<file path="src/pmbus_status_pkg.sv">
package pmbus_status_pkg;

   localparam int NUM_CH = 8;
   localparam int PAGE_W = 3;

   // Command codes seen on the read port
   localparam logic [7:0] CMD_STATUS_VOUT  = 8'h7A;
   localparam logic [7:0] CMD_STATUS_INPUT = 8'h7C;
   localparam logic [7:0] CMD_STATUS_TEMP  = 8'h7D;
   localparam logic [7:0] CMD_STATUS_CML   = 8'h7E;
   localparam logic [7:0] CMD_STATUS_MFR   = 8'h80;
   localparam logic [7:0] CMD_READ_VIN     = 8'h88;
   localparam logic [7:0] CMD_READ_VOUT    = 8'h8B;
   localparam logic [7:0] CMD_READ_TEMP    = 8'h8D;
   localparam logic [7:0] CMD_REVISION     = 8'h98;

   // Output voltage status
   localparam int VO_OV_FAULT = 7;
   localparam int VO_OV_WARN  = 6;
   localparam int VO_UV_WARN  = 5;
   localparam int VO_UV_FAULT = 4;
   localparam int VO_MAX_WARN = 3;
   localparam int VO_TON_MAX  = 2;

   // Input voltage status
   localparam int IN_OV_FAULT = 7;
   localparam int IN_OV_WARN  = 6;
   localparam int IN_UV_WARN  = 5;
   localparam int IN_UV_FAULT = 4;
   localparam int IN_OFF      = 3;

   // Temperature status
   localparam int TP_OT_FAULT = 7;
   localparam int TP_OT_WARN  = 6;
   localparam int TP_UT_WARN  = 5;
   localparam int TP_UT_FAULT = 4;

   // Communication, memory and logic status
   localparam int CML_CMD  = 7;
   localparam int CML_DATA = 6;
   localparam int CML_PEC  = 5;
   localparam int CML_MEM  = 4;
   localparam int CML_BUS  = 1;

   // Vendor status
   localparam int MF_DISCHARGE = 7;
   localparam int MF_FAULT1    = 6;
   localparam int MF_FAULT0    = 5;
   localparam int MF_SERVO     = 4;
   localparam int MF_DAC_CONN  = 3;
   localparam int MF_DAC_SAT   = 2;
   localparam int MF_VINEN     = 1;
   localparam int MF_WATCHDOG  = 0;
   localparam logic [7:0] MF_ALERT_MASK = 8'hE1;

   localparam logic [7:0]  STATUS_RST = 8'h00;
   localparam logic [15:0] WORD_RST   = 16'h0000;
   localparam logic [2:0]  SYNC_RST   = 3'h7;
   // Arbitrary neutral value
   localparam logic [7:0]  REVISION_DEFAULT = 8'h22;

endpackage

</file>
<file path="src/pmbus_status_telemetry_regs.sv">
`timescale 1ns/1ps
module pmbus_status_telemetry_regs
   import pmbus_status_pkg::*;
#(
   parameter logic [7:0] REVISION_CODE = REVISION_DEFAULT
) (
   input  wire logic              sys_clk,
   input  wire logic              rst,
   input  wire logic [NUM_CH-1:0] vout_ov_fault,
   input  wire logic [NUM_CH-1:0] vout_ov_warn,
   input  wire logic [NUM_CH-1:0] vout_uv_warn,
   input  wire logic [NUM_CH-1:0] vout_uv_fault,
   input  wire logic [NUM_CH-1:0] vout_ton_max_fault,
   input  wire logic              vout_cmd_req,
   input  wire logic [15:0]       vout_cmd_value,
   input  wire logic [15:0]       vout_max_limit,
   input  wire logic              vin_ov_fault,
   input  wire logic              vin_ov_warn,
   input  wire logic              vin_uv_warn,
   input  wire logic              vin_uv_fault,
   input  wire logic              vin_insufficient,
   input  wire logic              temp_ot_fault,
   input  wire logic              temp_ot_warn,
   input  wire logic              temp_ut_warn,
   input  wire logic              temp_ut_fault,
   input  wire logic              bad_command,
   input  wire logic              bad_data,
   input  wire logic              extra_byte,
   input  wire logic              extra_byte_pec_match,
   input  wire logic              nvm_fault,
   input  wire logic              malformed_txn,
   input  wire logic [NUM_CH-1:0] discharge_fault,
   input  wire logic [NUM_CH-1:0] turn_on_try,
   input  wire logic [NUM_CH-1:0] fb1_shutdown,
   input  wire logic [NUM_CH-1:0] fb0_shutdown,
   input  wire logic [NUM_CH-1:0] chan_on_cmd,
   input  wire logic [NUM_CH-1:0] servo_reached,
   input  wire logic [NUM_CH-1:0] dac_connected,
   input  wire logic [NUM_CH-1:0] dac_saturated,
   input  wire logic              vinen_faulted_off,
   input  wire logic              watchdog_fault,
   input  wire logic              clear_faults,
   input  wire logic              fault_bus_in_1_n,
   input  wire logic              fault_bus_in_0_n,
   input  wire logic              adc_vin_valid,
   input  wire logic [15:0]       adc_vin_word,
   input  wire logic              adc_vout_valid,
   input  wire logic [PAGE_W-1:0] adc_vout_ch,
   input  wire logic [15:0]       adc_vout_word,
   input  wire logic              adc_temp_valid,
   input  wire logic [15:0]       adc_temp_word,
   input  wire logic [NUM_CH-1:0] adc_hires,
   input  wire logic [PAGE_W-1:0] sel_page,
   input  wire logic              rd_req,
   input  wire logic [7:0]        rd_cmd,
   output logic                   rd_valid,
   output logic [15:0]            rd_data,
   output logic                   rd_l11,
   output logic                   rd_unsupported,
   output logic                   alert_out_n
);

   typedef struct packed {
      logic [2:0]              fb1_sync;
      logic [2:0]              fb0_sync;
      logic                    fb1_lvl;
      logic                    fb0_lvl;
      logic [NUM_CH-1:0][7:0]  vout;
      logic [7:0]              vin;
      logic [7:0]              temp;
      logic [7:0]              cml;
      logic [NUM_CH-1:0][7:0]  vend;
      logic                    watchdog;
      logic [15:0]             vin_word;
      logic [NUM_CH-1:0][15:0] vout_word;
      logic [15:0]             temp_word;
      logic [15:0]             rd_data;
      logic                    rd_valid;
      logic                    rd_l11;
      logic                    rd_unsupported;
      logic                    alert_n;
   } state_t;

   localparam state_t ST_RST = '{fb1_sync: SYNC_RST, fb0_sync: SYNC_RST,
                                 fb1_lvl: 1'b1, fb0_lvl: 1'b1,
                                 alert_n: 1'b1, default: '0};

   state_t st;
   state_t next_st;

   // Pin low at a turn-on attempt, or a shutdown caused by the pin
   function automatic logic fb_hit(input logic try_on,
                                   input logic pin_lvl,
                                   input logic shut);
      fb_hit = (try_on & ~pin_lvl) | shut;
   endfunction

   always_comb begin
      logic [7:0] vbyte;
      logic       any_alert;
      vbyte     = STATUS_RST;
      any_alert = 1'b0;
      next_st   = st;

      // Pin filter: a change counts once stages two and three agree
      next_st.fb1_sync = {st.fb1_sync[1:0], fault_bus_in_1_n};
      next_st.fb0_sync = {st.fb0_sync[1:0], fault_bus_in_0_n};
      if (st.fb1_sync[1] == st.fb1_sync[2]) begin
         next_st.fb1_lvl = st.fb1_sync[2];
      end
      if (st.fb0_sync[1] == st.fb0_sync[2]) begin
         next_st.fb0_lvl = st.fb0_sync[2];
      end

      // Clear first so that a same-cycle event survives
      if (clear_faults) begin
         next_st.vout     = '0;
         next_st.vin      = STATUS_RST;
         next_st.temp     = STATUS_RST;
         next_st.cml      = STATUS_RST;
         next_st.vend     = '0;
         next_st.watchdog = 1'b0;
      end

      for (int i = 0; i < NUM_CH; i++) begin
         if (chan_on_cmd[i]) begin
            next_st.vend[i] = STATUS_RST;
         end
         if (vout_ov_fault[i]) next_st.vout[i][VO_OV_FAULT] = 1'b1;
         if (vout_ov_warn[i])  next_st.vout[i][VO_OV_WARN]  = 1'b1;
         if (vout_uv_warn[i])  next_st.vout[i][VO_UV_WARN]  = 1'b1;
         if (vout_uv_fault[i]) next_st.vout[i][VO_UV_FAULT] = 1'b1;
         if (vout_ton_max_fault[i]) begin
            next_st.vout[i][VO_TON_MAX] = 1'b1;
         end
         // Same exponent assumed, so the mantissas compare directly
         if (vout_cmd_req && sel_page == PAGE_W'(i)
             && vout_cmd_value > vout_max_limit) begin
            next_st.vout[i][VO_MAX_WARN] = 1'b1;
         end
         if (discharge_fault[i]) begin
            next_st.vend[i][MF_DISCHARGE] = 1'b1;
         end
         if (fb_hit(turn_on_try[i], st.fb1_lvl, fb1_shutdown[i])) begin
            next_st.vend[i][MF_FAULT1] = 1'b1;
         end
         if (fb_hit(turn_on_try[i], st.fb0_lvl, fb0_shutdown[i])) begin
            next_st.vend[i][MF_FAULT0] = 1'b1;
         end
         if (dac_saturated[i]) begin
            next_st.vend[i][MF_DAC_SAT] = 1'b1;
         end
         if (adc_vout_valid && adc_vout_ch == PAGE_W'(i)) begin
            next_st.vout_word[i] = adc_vout_word;
         end
         any_alert = any_alert | (|(next_st.vend[i] & MF_ALERT_MASK));
      end

      if (vin_ov_fault)   next_st.vin[IN_OV_FAULT] = 1'b1;
      if (vin_ov_warn)    next_st.vin[IN_OV_WARN]  = 1'b1;
      if (vin_uv_warn)    next_st.vin[IN_UV_WARN]  = 1'b1;
      if (vin_uv_fault)   next_st.vin[IN_UV_FAULT] = 1'b1;
      if (temp_ot_fault)  next_st.temp[TP_OT_FAULT] = 1'b1;
      if (temp_ot_warn)   next_st.temp[TP_OT_WARN]  = 1'b1;
      if (temp_ut_warn)   next_st.temp[TP_UT_WARN]  = 1'b1;
      if (temp_ut_fault)  next_st.temp[TP_UT_FAULT] = 1'b1;
      if (bad_command)    next_st.cml[CML_CMD]  = 1'b1;
      if (bad_data)       next_st.cml[CML_DATA] = 1'b1;
      if (extra_byte && !extra_byte_pec_match) begin
         next_st.cml[CML_PEC] = 1'b1;
      end
      if (nvm_fault)      next_st.cml[CML_MEM] = 1'b1;
      if (malformed_txn)  next_st.cml[CML_BUS] = 1'b1;
      if (watchdog_fault) next_st.watchdog = 1'b1;
      if (adc_vin_valid)  next_st.vin_word  = adc_vin_word;
      if (adc_temp_valid) next_st.temp_word = adc_temp_word;

      // Every held fault or warning asserts the alert line, except the vendor DAC saturation bit, which MF_ALERT_MASK leaves out
      any_alert = any_alert | next_st.watchdog | (|next_st.vout)
                  | (|next_st.vin) | (|next_st.temp) | (|next_st.cml);
      next_st.alert_n = ~any_alert;

      // Reads only sample; no flag is touched here
      next_st.rd_valid       = rd_req;
      next_st.rd_data        = WORD_RST;
      next_st.rd_l11         = 1'b0;
      next_st.rd_unsupported = 1'b0;
      vbyte = st.vend[sel_page];
      vbyte[MF_SERVO]    = servo_reached[sel_page];
      vbyte[MF_DAC_CONN] = dac_connected[sel_page];
      vbyte[MF_VINEN]    = vinen_faulted_off;
      vbyte[MF_WATCHDOG] = st.watchdog;
      if (rd_req) begin
         case (rd_cmd)
            CMD_STATUS_VOUT: begin
               next_st.rd_data[7:0] = st.vout[sel_page];
            end
            CMD_STATUS_INPUT: begin
               next_st.rd_data[7:0]    = st.vin;
               next_st.rd_data[IN_OFF] = vin_insufficient;
            end
            CMD_STATUS_TEMP: begin
               next_st.rd_data[7:0] = st.temp;
            end
            CMD_STATUS_CML: begin
               next_st.rd_data[7:0] = st.cml;
            end
            CMD_STATUS_MFR: begin
               next_st.rd_data[7:0] = vbyte;
            end
            CMD_READ_VIN: begin
               next_st.rd_data = st.vin_word;
               next_st.rd_l11  = 1'b1;
            end
            CMD_READ_VOUT: begin
               next_st.rd_data = st.vout_word[sel_page];
               next_st.rd_l11  = sel_page[0] & adc_hires[sel_page];
            end
            CMD_READ_TEMP: begin
               next_st.rd_data = st.temp_word;
               next_st.rd_l11  = 1'b1;
            end
            CMD_REVISION: begin
               next_st.rd_data[7:0] = REVISION_CODE;
            end
            default: begin
               next_st.rd_unsupported = 1'b1;
            end
         endcase
      end
   end

   always_ff @(posedge sys_clk or posedge rst) begin
      if (rst) begin
         st <= ST_RST;
      end else begin
         st <= next_st;
      end
   end

   assign rd_valid       = st.rd_valid;
   assign rd_data        = st.rd_data;
   assign rd_l11         = st.rd_l11;
   assign rd_unsupported = st.rd_unsupported;
   assign alert_out_n    = st.alert_n;

   // Checks
   logic any_event;
   assign any_event = (|vout_ov_fault) | (|vout_ov_warn) | (|vout_uv_warn)
                      | (|vout_uv_fault) | (|vout_ton_max_fault)
                      | vout_cmd_req | vin_ov_fault | vin_ov_warn
                      | vin_uv_warn | vin_uv_fault | temp_ot_fault
                      | temp_ot_warn | temp_ut_warn | temp_ut_fault
                      | bad_command | bad_data | extra_byte | nvm_fault
                      | malformed_txn | (|discharge_fault) | (|turn_on_try)
                      | (|fb1_shutdown) | (|fb0_shutdown) | watchdog_fault;
endmodule

</file>
<file path="config.mk">
export PLATFORM = sky130hd
export DESIGN_NAME = pmbus_status_telemetry_regs
export DESIGN_NICKNAME = d
export VERILOG_FILES = /design/src/pmbus_status_pkg.sv /design/src/pmbus_status_telemetry_regs.sv
export SDC_FILE = /design/constraint.sdc
export NUM_CORES = 1
export LEC_CHECK = 0
export ABC_CLOCK_PERIOD_IN_PS = 16700
export BUFFER_PORTS_ARGS = -buffer_cell sky130_fd_sc_hd__buf_2
export CAP_MARGIN = 20
export CORE_MARGIN = 3
export CORE_UTILIZATION = 58
export CTS_BUF_LIST = sky130_fd_sc_hd__clkbuf_4
export CTS_CLUSTER_DIAMETER = 40
export CTS_CLUSTER_SIZE = 10
export DETAILED_ROUTE_END_ITERATION = 12
export PLACE_DENSITY = 0.93
export SYNTH_ARGS = -nofsm -noshare
export SYNTH_HDL_FRONTEND = slang
export SYNTH_SLANG_ARGS = --single-unit
</file>
<file path="constraint.sdc">
create_clock -name sys_clk -period 16.7 [get_ports sys_clk]
set_input_delay 5.01 -clock sys_clk [delete_from_list [all_inputs] [get_ports sys_clk]]
set_output_delay 5.01 -clock sys_clk [all_outputs]
set_load 0.005 [all_outputs]
</file>
==> impl_metrics.csv, run 1 <==
group,metric,value,unit
power,p_int,1178,uW
synthesis,synth-main-ff-cell,"dfrtp_1",
floorplanning,die_x,165.2,um
timing,post-route-period-util,0.4323,
critical_path,cp_data_required_time,17.30,ns
route,vias,10514,
finish,stdcell_count,1632,
critical_path,cp_num_buf_inv,2,
synthesis,synth_area,0.01470,mm^2
clocking,clk_latency,0.69,ns
critical_path,cp_slowest_stage_delay,0.70,ns
power,p_sw_frac,0.2736,
clocking,path_clk_slew,0.10,ns
route,vias_per_cell,6.442,
timing,fin_setup_tns,0,ns
run_status,status,"completed",
route,wl_per_cell,23.54,um
placed_design,io_buffers,248,
synthesis,synth-seq-cells,317,
synthesis,netlist-cell-type-count,69,
clocking,cts_hold_buf,0,
power,p_sw,443.8,uW
critical_path,critPathKind,"input port to flop",
synthesis,synth_edf_count,0,
clocking,cts_buffers,42,
clocking,cts.root.buffer_cell,"clkbuf_4",
finish,final.fill_count,1648,
floorplanning,start_util,0.5973,
route,drtIter0Drc,1220,
finish,drive_above_1_share,0.4414,
floorplanning,core,0.02460,mm^2
power,seq_power_share,0.565,
min_path,hold_class,"flop to flop",
grt,grt_start_max_net_pins,89,
clocking,cts_buffer_depth,3,
timing,slew_headroom,0.2412,
finish,area_growth,13.09,%
route,drc,0,
route,first_pass_iters,6,
timing,finalCriticalPeriod,7.220,ns
critical_path,cp-end-kind,"flop",
finish,nets,1529,
floorplanning,rows,57,
placed_design,gp_congestion,0.9164,
synthesis,yosys_warnings,0,
timing,tightest_slew,1.137,ns
grt,grt_pass1_vias,10674,
power,clockPowerShare,0.266,
grt,grt_overflow,0,
synthesis,yosysSeqAreaShare,0.5405,
floorplanning,io_pins,253,
clocking,cts_sinks,317,
critical_path,crit_fanout,64,
grt,antenna_found_initial,9,
power,peakVddDrop,0.05881,mV
placed_design,placed_cells,1557,
synthesis,synthArstFlopShare,1.000,
power,power.density,97.59,mW/mm^2
critical_path,crit_family,"buffers and inverters",
floorplanning,die_h,165.2,um
clocking,htree_num_levels,2,
floorplanning,design.die.area,0.02728,mm^2
grt,grt_pass1_wl,57270,um
timing,setup_viol,0,
power,p_comb_frac,0.169,
timing,rsz0062_at_grt,"false",
placed_design,place_hpwl,26760,um
critical_path,crit_path_top_delay_cell,"buf_2",
synthesis,avgSynthCellArea,14.02,um^2
route,ant_nets,0,
clocking,cts_tree,"done",
timing,fin_worst_skew,0.04445,ns
clocking,cts_setup_buffers,0,
critical_path,cp.arrival,7.82,ns
critical_path,worstPathCellList,"buf_2 -> inv_2 -> a2111oi_0 -> nor4bb_1 -> nand4_1 -> nor4b_2",
timing,hold_violations,0,
run,drv_cap,0,
critical_path,critPathLaunchType,"input port",
clocking,cts_resized,0,
grt,grt_usage,0.2736,
synthesis,syn_inst,1048,
timing,max_freq,0.1385,GHz
timing,slew_viol_final,0,
synthesis,syn_nets,1297,
power,p_leak,0.007570,uW
route,wirelength,38410,um
## cell families after synthesis
family          Yosys count  synth area share
buf+inv                 100           0.03567
compound gates          161           0.08914
fa+ha+maj                18           0.01498
simple gates            193           0.07628
flops                   317            0.5405
mux                     259            0.2434
## final timing paths
kind                       slack, ns                    from                     end  cells after the start
max                             9.48            clear_faults   alert_out_n$_DFF_PP1_                      6
min reg2reg                     0.34  next_st[336]$_DFF_PP1_  next_st[337]$_DFF_PP1_                      0
max in group asynchronous      10.31                     rst      st[43]$_DFFE_PP0P_                      5
min                             0.34  next_st[336]$_DFF_PP1_  next_st[337]$_DFF_PP1_                      0
max reg2reg                    14.41       st[282]$_DFF_PP0_   alert_out_n$_DFF_PP1_                      5
min in group asynchronous       4.40                     rst       st[259]$_DFF_PP0_                      2
## layout by cell type (no fill, tap or decap), types with 6 or more instances in the layout
cell type,netlist,final
dfrtp_1,308,308
buf_2,22,247
mux2_2,168,168
a21o_1,71,71
mux4_2,58,58
clkbuf_4,0,52
nor2_1,43,43
nor4_1,34,34
nor2b_1,32,32
mux2i_1,30,30
inv_1,26,25
a221o_1,17,17
nor3_1,17,16
ha_1,16,16
nand2_1,12,12
o2bb2ai_1,10,10
nand4_1,10,10
dfstp_2,9,9
buf_4,17,9
clkinv_1,1,8
a222oi_1,8,8
a2bb2oi_1,8,8
a2111oi_0,8,8
a21oi_1,7,7
nand2b_1,6,6
and2_1,6,6
nand3_1,6,6
a211oi_1,6,6
## synth_stat cells, types with 8 or more instances
library cell,instances,share of area
buf_2,22,0.0075
nand4_1,10,0.0043
clkbuf_1,23,0.0059
mux2i_1,30,0.020
a21o_1,71,0.036
dfstp_2,9,0.016
a221o_1,17,0.012
nor2_1,43,0.011
dfrtp_1,308,0.52
nor3_1,17,0.0058
nand2_1,12,0.0031
ha_1,16,0.014
buf_4,17,0.0087
inv_1,26,0.0066
a2111oi_0,8,0.0048
nor2b_1,32,0.014
mux4_2,58,0.089
a222oi_1,8,0.0054
a2bb2oi_1,8,0.0048
mux2_2,168,0.13
o2bb2ai_1,10,0.0060
nor4_1,34,0.014
## registers in the layout (all words and copies together), names as in the netlist
| name | flops |
|---|---|
| rd_data | 16 |
| alert_out_n | 1 |
| st | 293 |
| rd_unsupported | 1 |
| rd_valid | 1 |
| next_st | 4 |
| rd_l11 | 1 |
## layout make-up
cell class | instances | area [um^2] | area share
Multi-Input combinational cell | 631 | 6259 | 0.3765
Sequential cell | 317 | 7944 | 0.4779
Clock inverter | 17 | 113.9 | 0.006850
Inverter | 28 | 112.6 | 0.006775
Clock buffer | 52 | 390.4 | 0.02349
Antenna cell | 3 | 7.507 | 0.0004517
Timing Repair Buffer | 260 | 1389 | 0.08356
Tap cell | 324 | 405.4 | 0.02439
## per-layer routing
metal  vias up  GRT usage  part of all wire
li1       4441          -                 -
met4        12     0.1045             0.032
met1      5375     0.3550              0.39
met5         -          0            0.0020
met2       579     0.4512              0.49
met3       107    0.06436             0.094
## through the flow
| step | power, uW | worst slack [ns] | hold WS [ns] | util | cell area (um^2) |
|---|---|---|---|---|---|
| 2_1_floorplan | 1097 | 2.934 | 0.3452 | - | 14700 |
| 5_1_grt | 1691 | 9.329 | 0.3289 | 0.6755 | 16620 |
| 6_report | 1622 | 9.480 | 0.3448 | 0.6755 | 16620 |
| 4_1_cts | 1620 | 9.515 | 0.3382 | 0.6732 | 16560 |
| 3_3_place_gp | 1173 | 8.867 | 0.3457 | 0.6510 | 16020 |
| 3_5_place_dp | 1197 | 8.807 | 0.3468 | 0.6527 | 16060 |
## worst reg2reg max path: cells and delay by family, from the launching register on
| kind | cells | cell delay [ns] |
|---|---|---|
| flops | 1 | 0.45 |
| compound gates | 1 | 0.53 |
| simple gates | 4 | 1.21 |
## power by group through the flow
| stage | sequential (uW) | clock, uW | combinational, uW |
|---|---|---|---|
| 2_1_floorplan | 907 | 0 | 190 |
| 3_3_place_gp | 917 | 0 | 256 |
| 3_5_place_dp | 928 | 0 | 269 |
| 4_1_cts | 913 | 436 | 271 |
| 5_1_grt | 925 | 472 | 293 |
| 6_report | 917 | 432 | 273 |
Note: power is estimated with default switching activity, not from simulation.
==> run 2, diff against run 1 <==
Settings changed: ABC_CLOCK_PERIOD_IN_PS 16700 to 7350.
Clock period 16.7 ns to 7.35 ns, I/O delays scaled along.
==> run 2 against run 1 <==
Effect of this change:
- clock skew is 0.0051 ns higher
- routed wire length up 1.5%
- register-to-register slack lost 9.4 ns
- non-clock buffer count is 2 lower
- highest routed layer unchanged
- sequential power grew 130%
- first-iteration DRC count up 7.8%
- setup slack worse by 6.5 ns
- critical path depth unchanged
- sequential share of layout area is the same
- flip-flop and latch count did not move
- critical endpoint unchanged
==> impl_metrics.csv, run 2 (same netlist as run 1, synthesis figures left out) <==
group,metric,value,unit
route,vias,10564,
critical_path,cp.arrival,5.01,ns
timing,layout_setup_ws,2.931,ns
run_status,status,"completed",
power,seq_power_share,0.555,
route,first_pass_iters,8,
finish,area_growth,13.09,%
run,drv_cap,0,
route,wirelength,39000,um
critical_path,reg2reg_from,"st[268]$_DFF_PP0_",
clocking,cts.root.buffer_cell,"clkbuf_4",
clocking,cts_buffers,43,
floorplanning,die_h,165.2,um
power,p_leak,0.007556,uW
power,p_sw,1020,uW
clocking,clk_latency,0.70,ns
route,drc,0,
finish,final_common_cell,"dfrtp_1",
critical_path,worstPathCellList,"buf_2 -> inv_2 -> a2111oi_0 -> nor4bb_1 -> nand4_1 -> nor4b_2",
grt,grt_usage,0.2879,
critical_path,critPathLaunchType,"input port",
route,wl_per_cell,24.00,um
clocking,htree_num_levels,2,
floorplanning,rows,57,
clocking,path_clk_slew,0.10,ns
floorplanning,die_x,165.2,um
min_path,hold_depth,0,
route,drtIter0Drc,1315,
power,peakVddDrop,0.1215,mV
timing,hold_violations,0,
critical_path,cp_slowest_stage_delay,0.67,ns
critical_path,r2r-end,"alert_out_n$_DFF_PP1_",
route,ant_nets,0,
finish,top_register,"st",
power,p_sw_frac,0.2719,
finish,drive_above_1_share,0.4408,
placed_design,place_hpwl,27410,um
critical_path,r2r_cells,5,
critical_path,rrSetupSlack,5.01,ns
placed_design,dp_worst_setup_slack,2.294,ns
timing,timing.hold.ws,0.3636,ns
timing,fin_setup_tns,0,ns
placed_design,io_buffers,248,
critical_path,cp_data_required_time,7.95,ns
clocking,cts_setup_buffers,0,
timing,post-route-period-util,0.6012,
critical_path,crit_fanout,64,
min_path,hp-start,"next_st[336]$_DFF_PP1_",
grt,grt_pass1_wl,60250,um
min_path,hold_path_end,"next_st[337]$_DFF_PP1_",
timing,setup_viol,0,
clocking,cts_tree,"done",
power,p_int,2731,uW
floorplanning,io_pins,253,
timing,slew_headroom,0.2830,
floorplanning,core,0.02460,mm^2
power,clockPowerShare,0.279,
grt,grt_start_max_net_pins,183,
placed_design,gp_congestion,0.9151,
timing,fin_worst_skew,0.04956,ns
grt,grt_pass1_vias,10917,
timing,max_freq,0.2263,GHz
timing,tightest_slew,1.074,ns
finish,nets,1528,
critical_path,critPathKind,"input port to flop",
timing,rsz0062_at_grt,"false",
timing,finalCriticalPeriod,4.419,ns
timing,slew_viol_final,0,
finish,largest_reg_flops,293,
finish,final_cell_mix,"dfrtp_1 (308), buf_2 (246), mux2_2 (168)",
critical_path,cp-end-kind,"flop",
clocking,cts_buffer_depth,3,
grt,grt_overflow,0,
grt,antenna_found_initial,5,
critical_path,startpoint,"clear_faults",
clocking,cts_resized,0,
clocking,cts_sinks,317,
route,vias_per_cell,6.501,
critical_path,crit_path_top_delay_cell,"inv_2",
floorplanning,start_util,0.5973,
clocking,cts_hold_buf,0,
power,p_comb_frac,0.166,
min_path,hold_class,"flop to flop",
power,power.density,225.7,mW/mm^2
floorplanning,design.die.area,0.02728,mm^2
==> run 2: metrics by stage <==
step	cell area, um^2	total power (uW)	util	instances
global placement	16010	2667	0.6508	1553
finish	16620	3751	0.6755	1625
floorplan	14700	2493	-	1048
global route	16620	3910	0.6755	1625
CTS	16550	3753	0.6727	1619
detailed placement	16010	2724	0.6508	1553
==> run 2: worst max-delay path by stage <==
| stage | endpoint | slack (ns) | depth (start not counted) |
|---|---|---|---|
| finish | alert_out_n$_DFF_PP1_ | 2.93 | 6 |
| global route | alert_out_n$_DFF_PP1_ | 2.73 | 6 |
| CTS | alert_out_n$_DFF_PP1_ | 3.00 | 6 |
| detailed placement | alert_out_n$_DFF_PP1_ | 2.29 | 6 |
| global placement | alert_out_n$_DFF_PP1_ | 2.44 | 6 |
| floorplan | rd_data[0]$_DFF_PP0_ | 0.93 | 1 |
==> run 2: cell type report <==
type,instances,area (um^2)
Inverter,28,108.9
Sequential cell,317,7944
Fill cell,1629,7984
Timing Repair Buffer,258,1364
Clock buffer,49,367.9
Antenna cell,1,2.502
Multi-Input combinational cell,631,6259
Clock inverter,17,170.2
Tap cell,324,405.4
==> run 2: power by group through the flow <==
stage	Combinational (uW)	Sequential [uW]	Clock [uW]
2_1_floorplan	431	2060	0
3_3_place_gp	583	2080	0
3_5_place_dp	613	2110	0
4_1_cts	619	2080	1060
5_1_grt	666	2100	1140
6_report	622	2080	1050
==> run 2: routing by layer <==
metal / track usage / vias up / wire, um
met5: 0 / - / 48
met4: 0.1006 / 8 / 1246
met3: 0.06261 / 114 / 3349
met2: 0.4756 / 617 / 19220
met1: 0.3807 / 5386 / 15140
li1: - / 4439 / -
==> run 2: critical path, delay by kind of cell <==
kind / cells / cell delay, ns
compound gates: 1 / 0.57
buf+inv: 2 / 1.33
simple gates: 3 / 0.84
==> run 3, diff against run 2 <==
Settings changed: ABC_CLOCK_PERIOD_IN_PS 7350 to 3600, CORE_UTILIZATION 58 to 53, PLACE_DENSITY 0.93 to 0.9.
Clock period 7.35 ns to 3.6 ns, I/O delays scaled along.
==> run 3 against run 2 <==
Effect of this change:
- hold slack lost 0.0033 ns
- register-to-register slack lost 3.8 ns
- cell area grew 2.1%
- highest routed layer unchanged
- critical endpoint is now rd_data[2]$_DFF_PP0_
- power grew 100%
- setup slack lost 2.0 ns
- die area grew 9.1%
- flip-flop and latch count is the same
- clock power grew 100%
- critical path type unchanged
- sequential share of layout area shrank 0.98 points
- final cell count grew 5.6%
==> impl_metrics.csv, run 3 (same netlist as run 1, synthesis figures left out) <==
group,metric,value,unit
run_status,status,"completed",
critical_path,crit_fanout,19,
power,power.density,450.2,mW/mm^2
clocking,cts.root.buffer_cell,"clkbuf_4",
critical_path,cp.arrival,3.13,ns
grt,grt_pass1_vias,11266,
route,drtIter0Drc,873,
clocking,cts_resized,0,
critical_path,cp_data_required_time,4.11,ns
finish,drive_above_1_share,0.4556,
timing,post-route-period-util,0.7276,
clocking,cts_buffers,45,
finish,top_register,"st",
floorplanning,core,0.02710,mm^2
critical_path,cp-end-kind,"flop",
floorplanning,design.die.area,0.02976,mm^2
clocking,path_clk_slew,0.10,ns
route,first_pass_iters,6,
timing,max_freq,0.3818,GHz
critical_path,critPathLaunchType,"input port",
timing,setup_viol,0,
finish,stdcell_area,0.01697,mm^2
clocking,cts_setup_buffers,0,
timing,fin_worst_skew,0.06457,ns
critical_path,critPathKind,"input port to flop",
placed_design,dp_worst_setup_slack,0.3133,ns
grt,grt_usage,0.2552,
timing,hold_violations,0,
route,drc,0,
power,peakVddDrop,0.2120,mV
timing,layout_setup_ws,0.9805,ns
grt,grt_start_max_net_pins,110,
clocking,htree_num_levels,2,
timing,finalCriticalPeriod,2.619,ns
timing,tightest_slew,0.6779,ns
floorplanning,die_x,172.5,um
route,ant_nets,0,
finish,final_cell_mix,"dfrtp_1 (308), buf_2 (247), mux2_2 (168)",
finish,area_growth,15.47,%
timing,slew_headroom,0.5439,
finish,nets,1562,
clocking,cts_tree,"done",
finish,largest_reg_flops,293,
clocking,clk_latency,0.69,ns
min_path,hold_class,"flop to flop",
floorplanning,die_h,172.5,um
power,p_leak,0.007717,uW
finish,final_common_cell,"dfrtp_1",
timing,timing.hold.ws,0.3604,ns
timing,rsz0062_at_grt,"false",
placed_design,post_dp_cell_area,0.01641,mm^2
clocking,cts_buffer_depth,3,
grt,grt_overflow,0,
finish,final.fill_count,2018,
floorplanning,rows,60,
placed_design,place_hpwl,27700,um
floorplanning,io_pins,253,
floorplanning,start_util,0.5423,
route,wirelength,38340,um
placed_design,gp_congestion,0.9379,
route,wl_per_cell,22.34,um
timing,slew_viol_final,0,
placed_design,io_buffers,248,
clocking,cts_hold_buf,0,
run,drv_cap,0,
grt,antenna_found_initial,7,
grt,grt_pass1_wl,60860,um
route,vias_per_cell,6.055,
route,vias,10390,
clocking,cts_sinks,317,
-- run 3: cell count changes in the layout (fill, tap and decap cells not counted), sizes merged --
| cell | before | now |
|---|---|---|
| clkinvlp | 2 | 6 |
| buf | 258 | 290 |
| clkinv | 11 | 15 |
| diode | 1 | 5 |
| bufinv | 3 | 2 |
-- run 3: layout make-up --
cell class / count / area [um^2] / share of cell area
well taps: 372 / 465.4 / 0.02743
diodes: 5 / 12.51 / 0.0007373
inverters: 28 / 108.9 / 0.006414
multi-input cells: 631 / 6233 / 0.3673
clock buffers: 49 / 367.9 / 0.02168
flip-flops and latches: 317 / 7944 / 0.4681
repair buffers: 290 / 1659 / 0.09777
clock inverters: 24 / 178.9 / 0.01054
-- run 3: power breakdown --
part | switching (uW) | total (uW) | internal [uW]
Clock | 1290 | 2110 | 826
Combinational | 555 | 1280 | 724
Sequential | 253 | 4250 | 3990
-- run 3: path summary, 6_finish.rpt --
kind	startpoint	to	slack, ns	cells past startpoint
min reg2reg	next_st[336]$_DFF_PP1_	next_st[337]$_DFF_PP1_	0.36	0
max	sel_page[1]	rd_data[2]$_DFF_PP0_	0.98	7
min	next_st[336]$_DFF_PP1_	next_st[337]$_DFF_PP1_	0.36	0
min in group asynchronous	rst	st[218]$_DFF_PP0_	0.49	2
max reg2reg	st[274]$_DFF_PP0_	alert_out_n$_DFF_PP1_	1.24	5
max in group asynchronous	rst	rd_data[13]$_DFF_PP0_	2.09	3
-- run 3: worst max-delay path, cell delays in order --
cell and delay (ns):
buf_2 0.52, buf_4 0.30, mux4_2 0.35, mux2i_1 0.33
nor2_1 0.07, a2111oi_0 0.37, nor3_1 0.09
-- run 3: routing by layer --
| layer | global-route usage | vias up | routed length [um] |
|---|---|---|---|
| met4 | 0.08685 | 6 | 1252 |
| met5 | 0 | - | 34 |
| met1 | 0.3305 | 5253 | 15310 |
| met2 | 0.4158 | 493 | 18540 |
| li1 | - | 4527 | - |
| met3 | 0.07528 | 111 | 3201 |
-- run 3: per-stage QoR --
stage                     TNS, ns    util  power, uW  cells
after floorplan           -527.86       -       5090   1048
after global placement          0  0.6055       5478   1638
after detailed placement        0  0.6055       5580   1638
after CTS                       0  0.6257       7681   1711
after global routing            0  0.6261       7997   1715
final                           0  0.6262       7640   1716
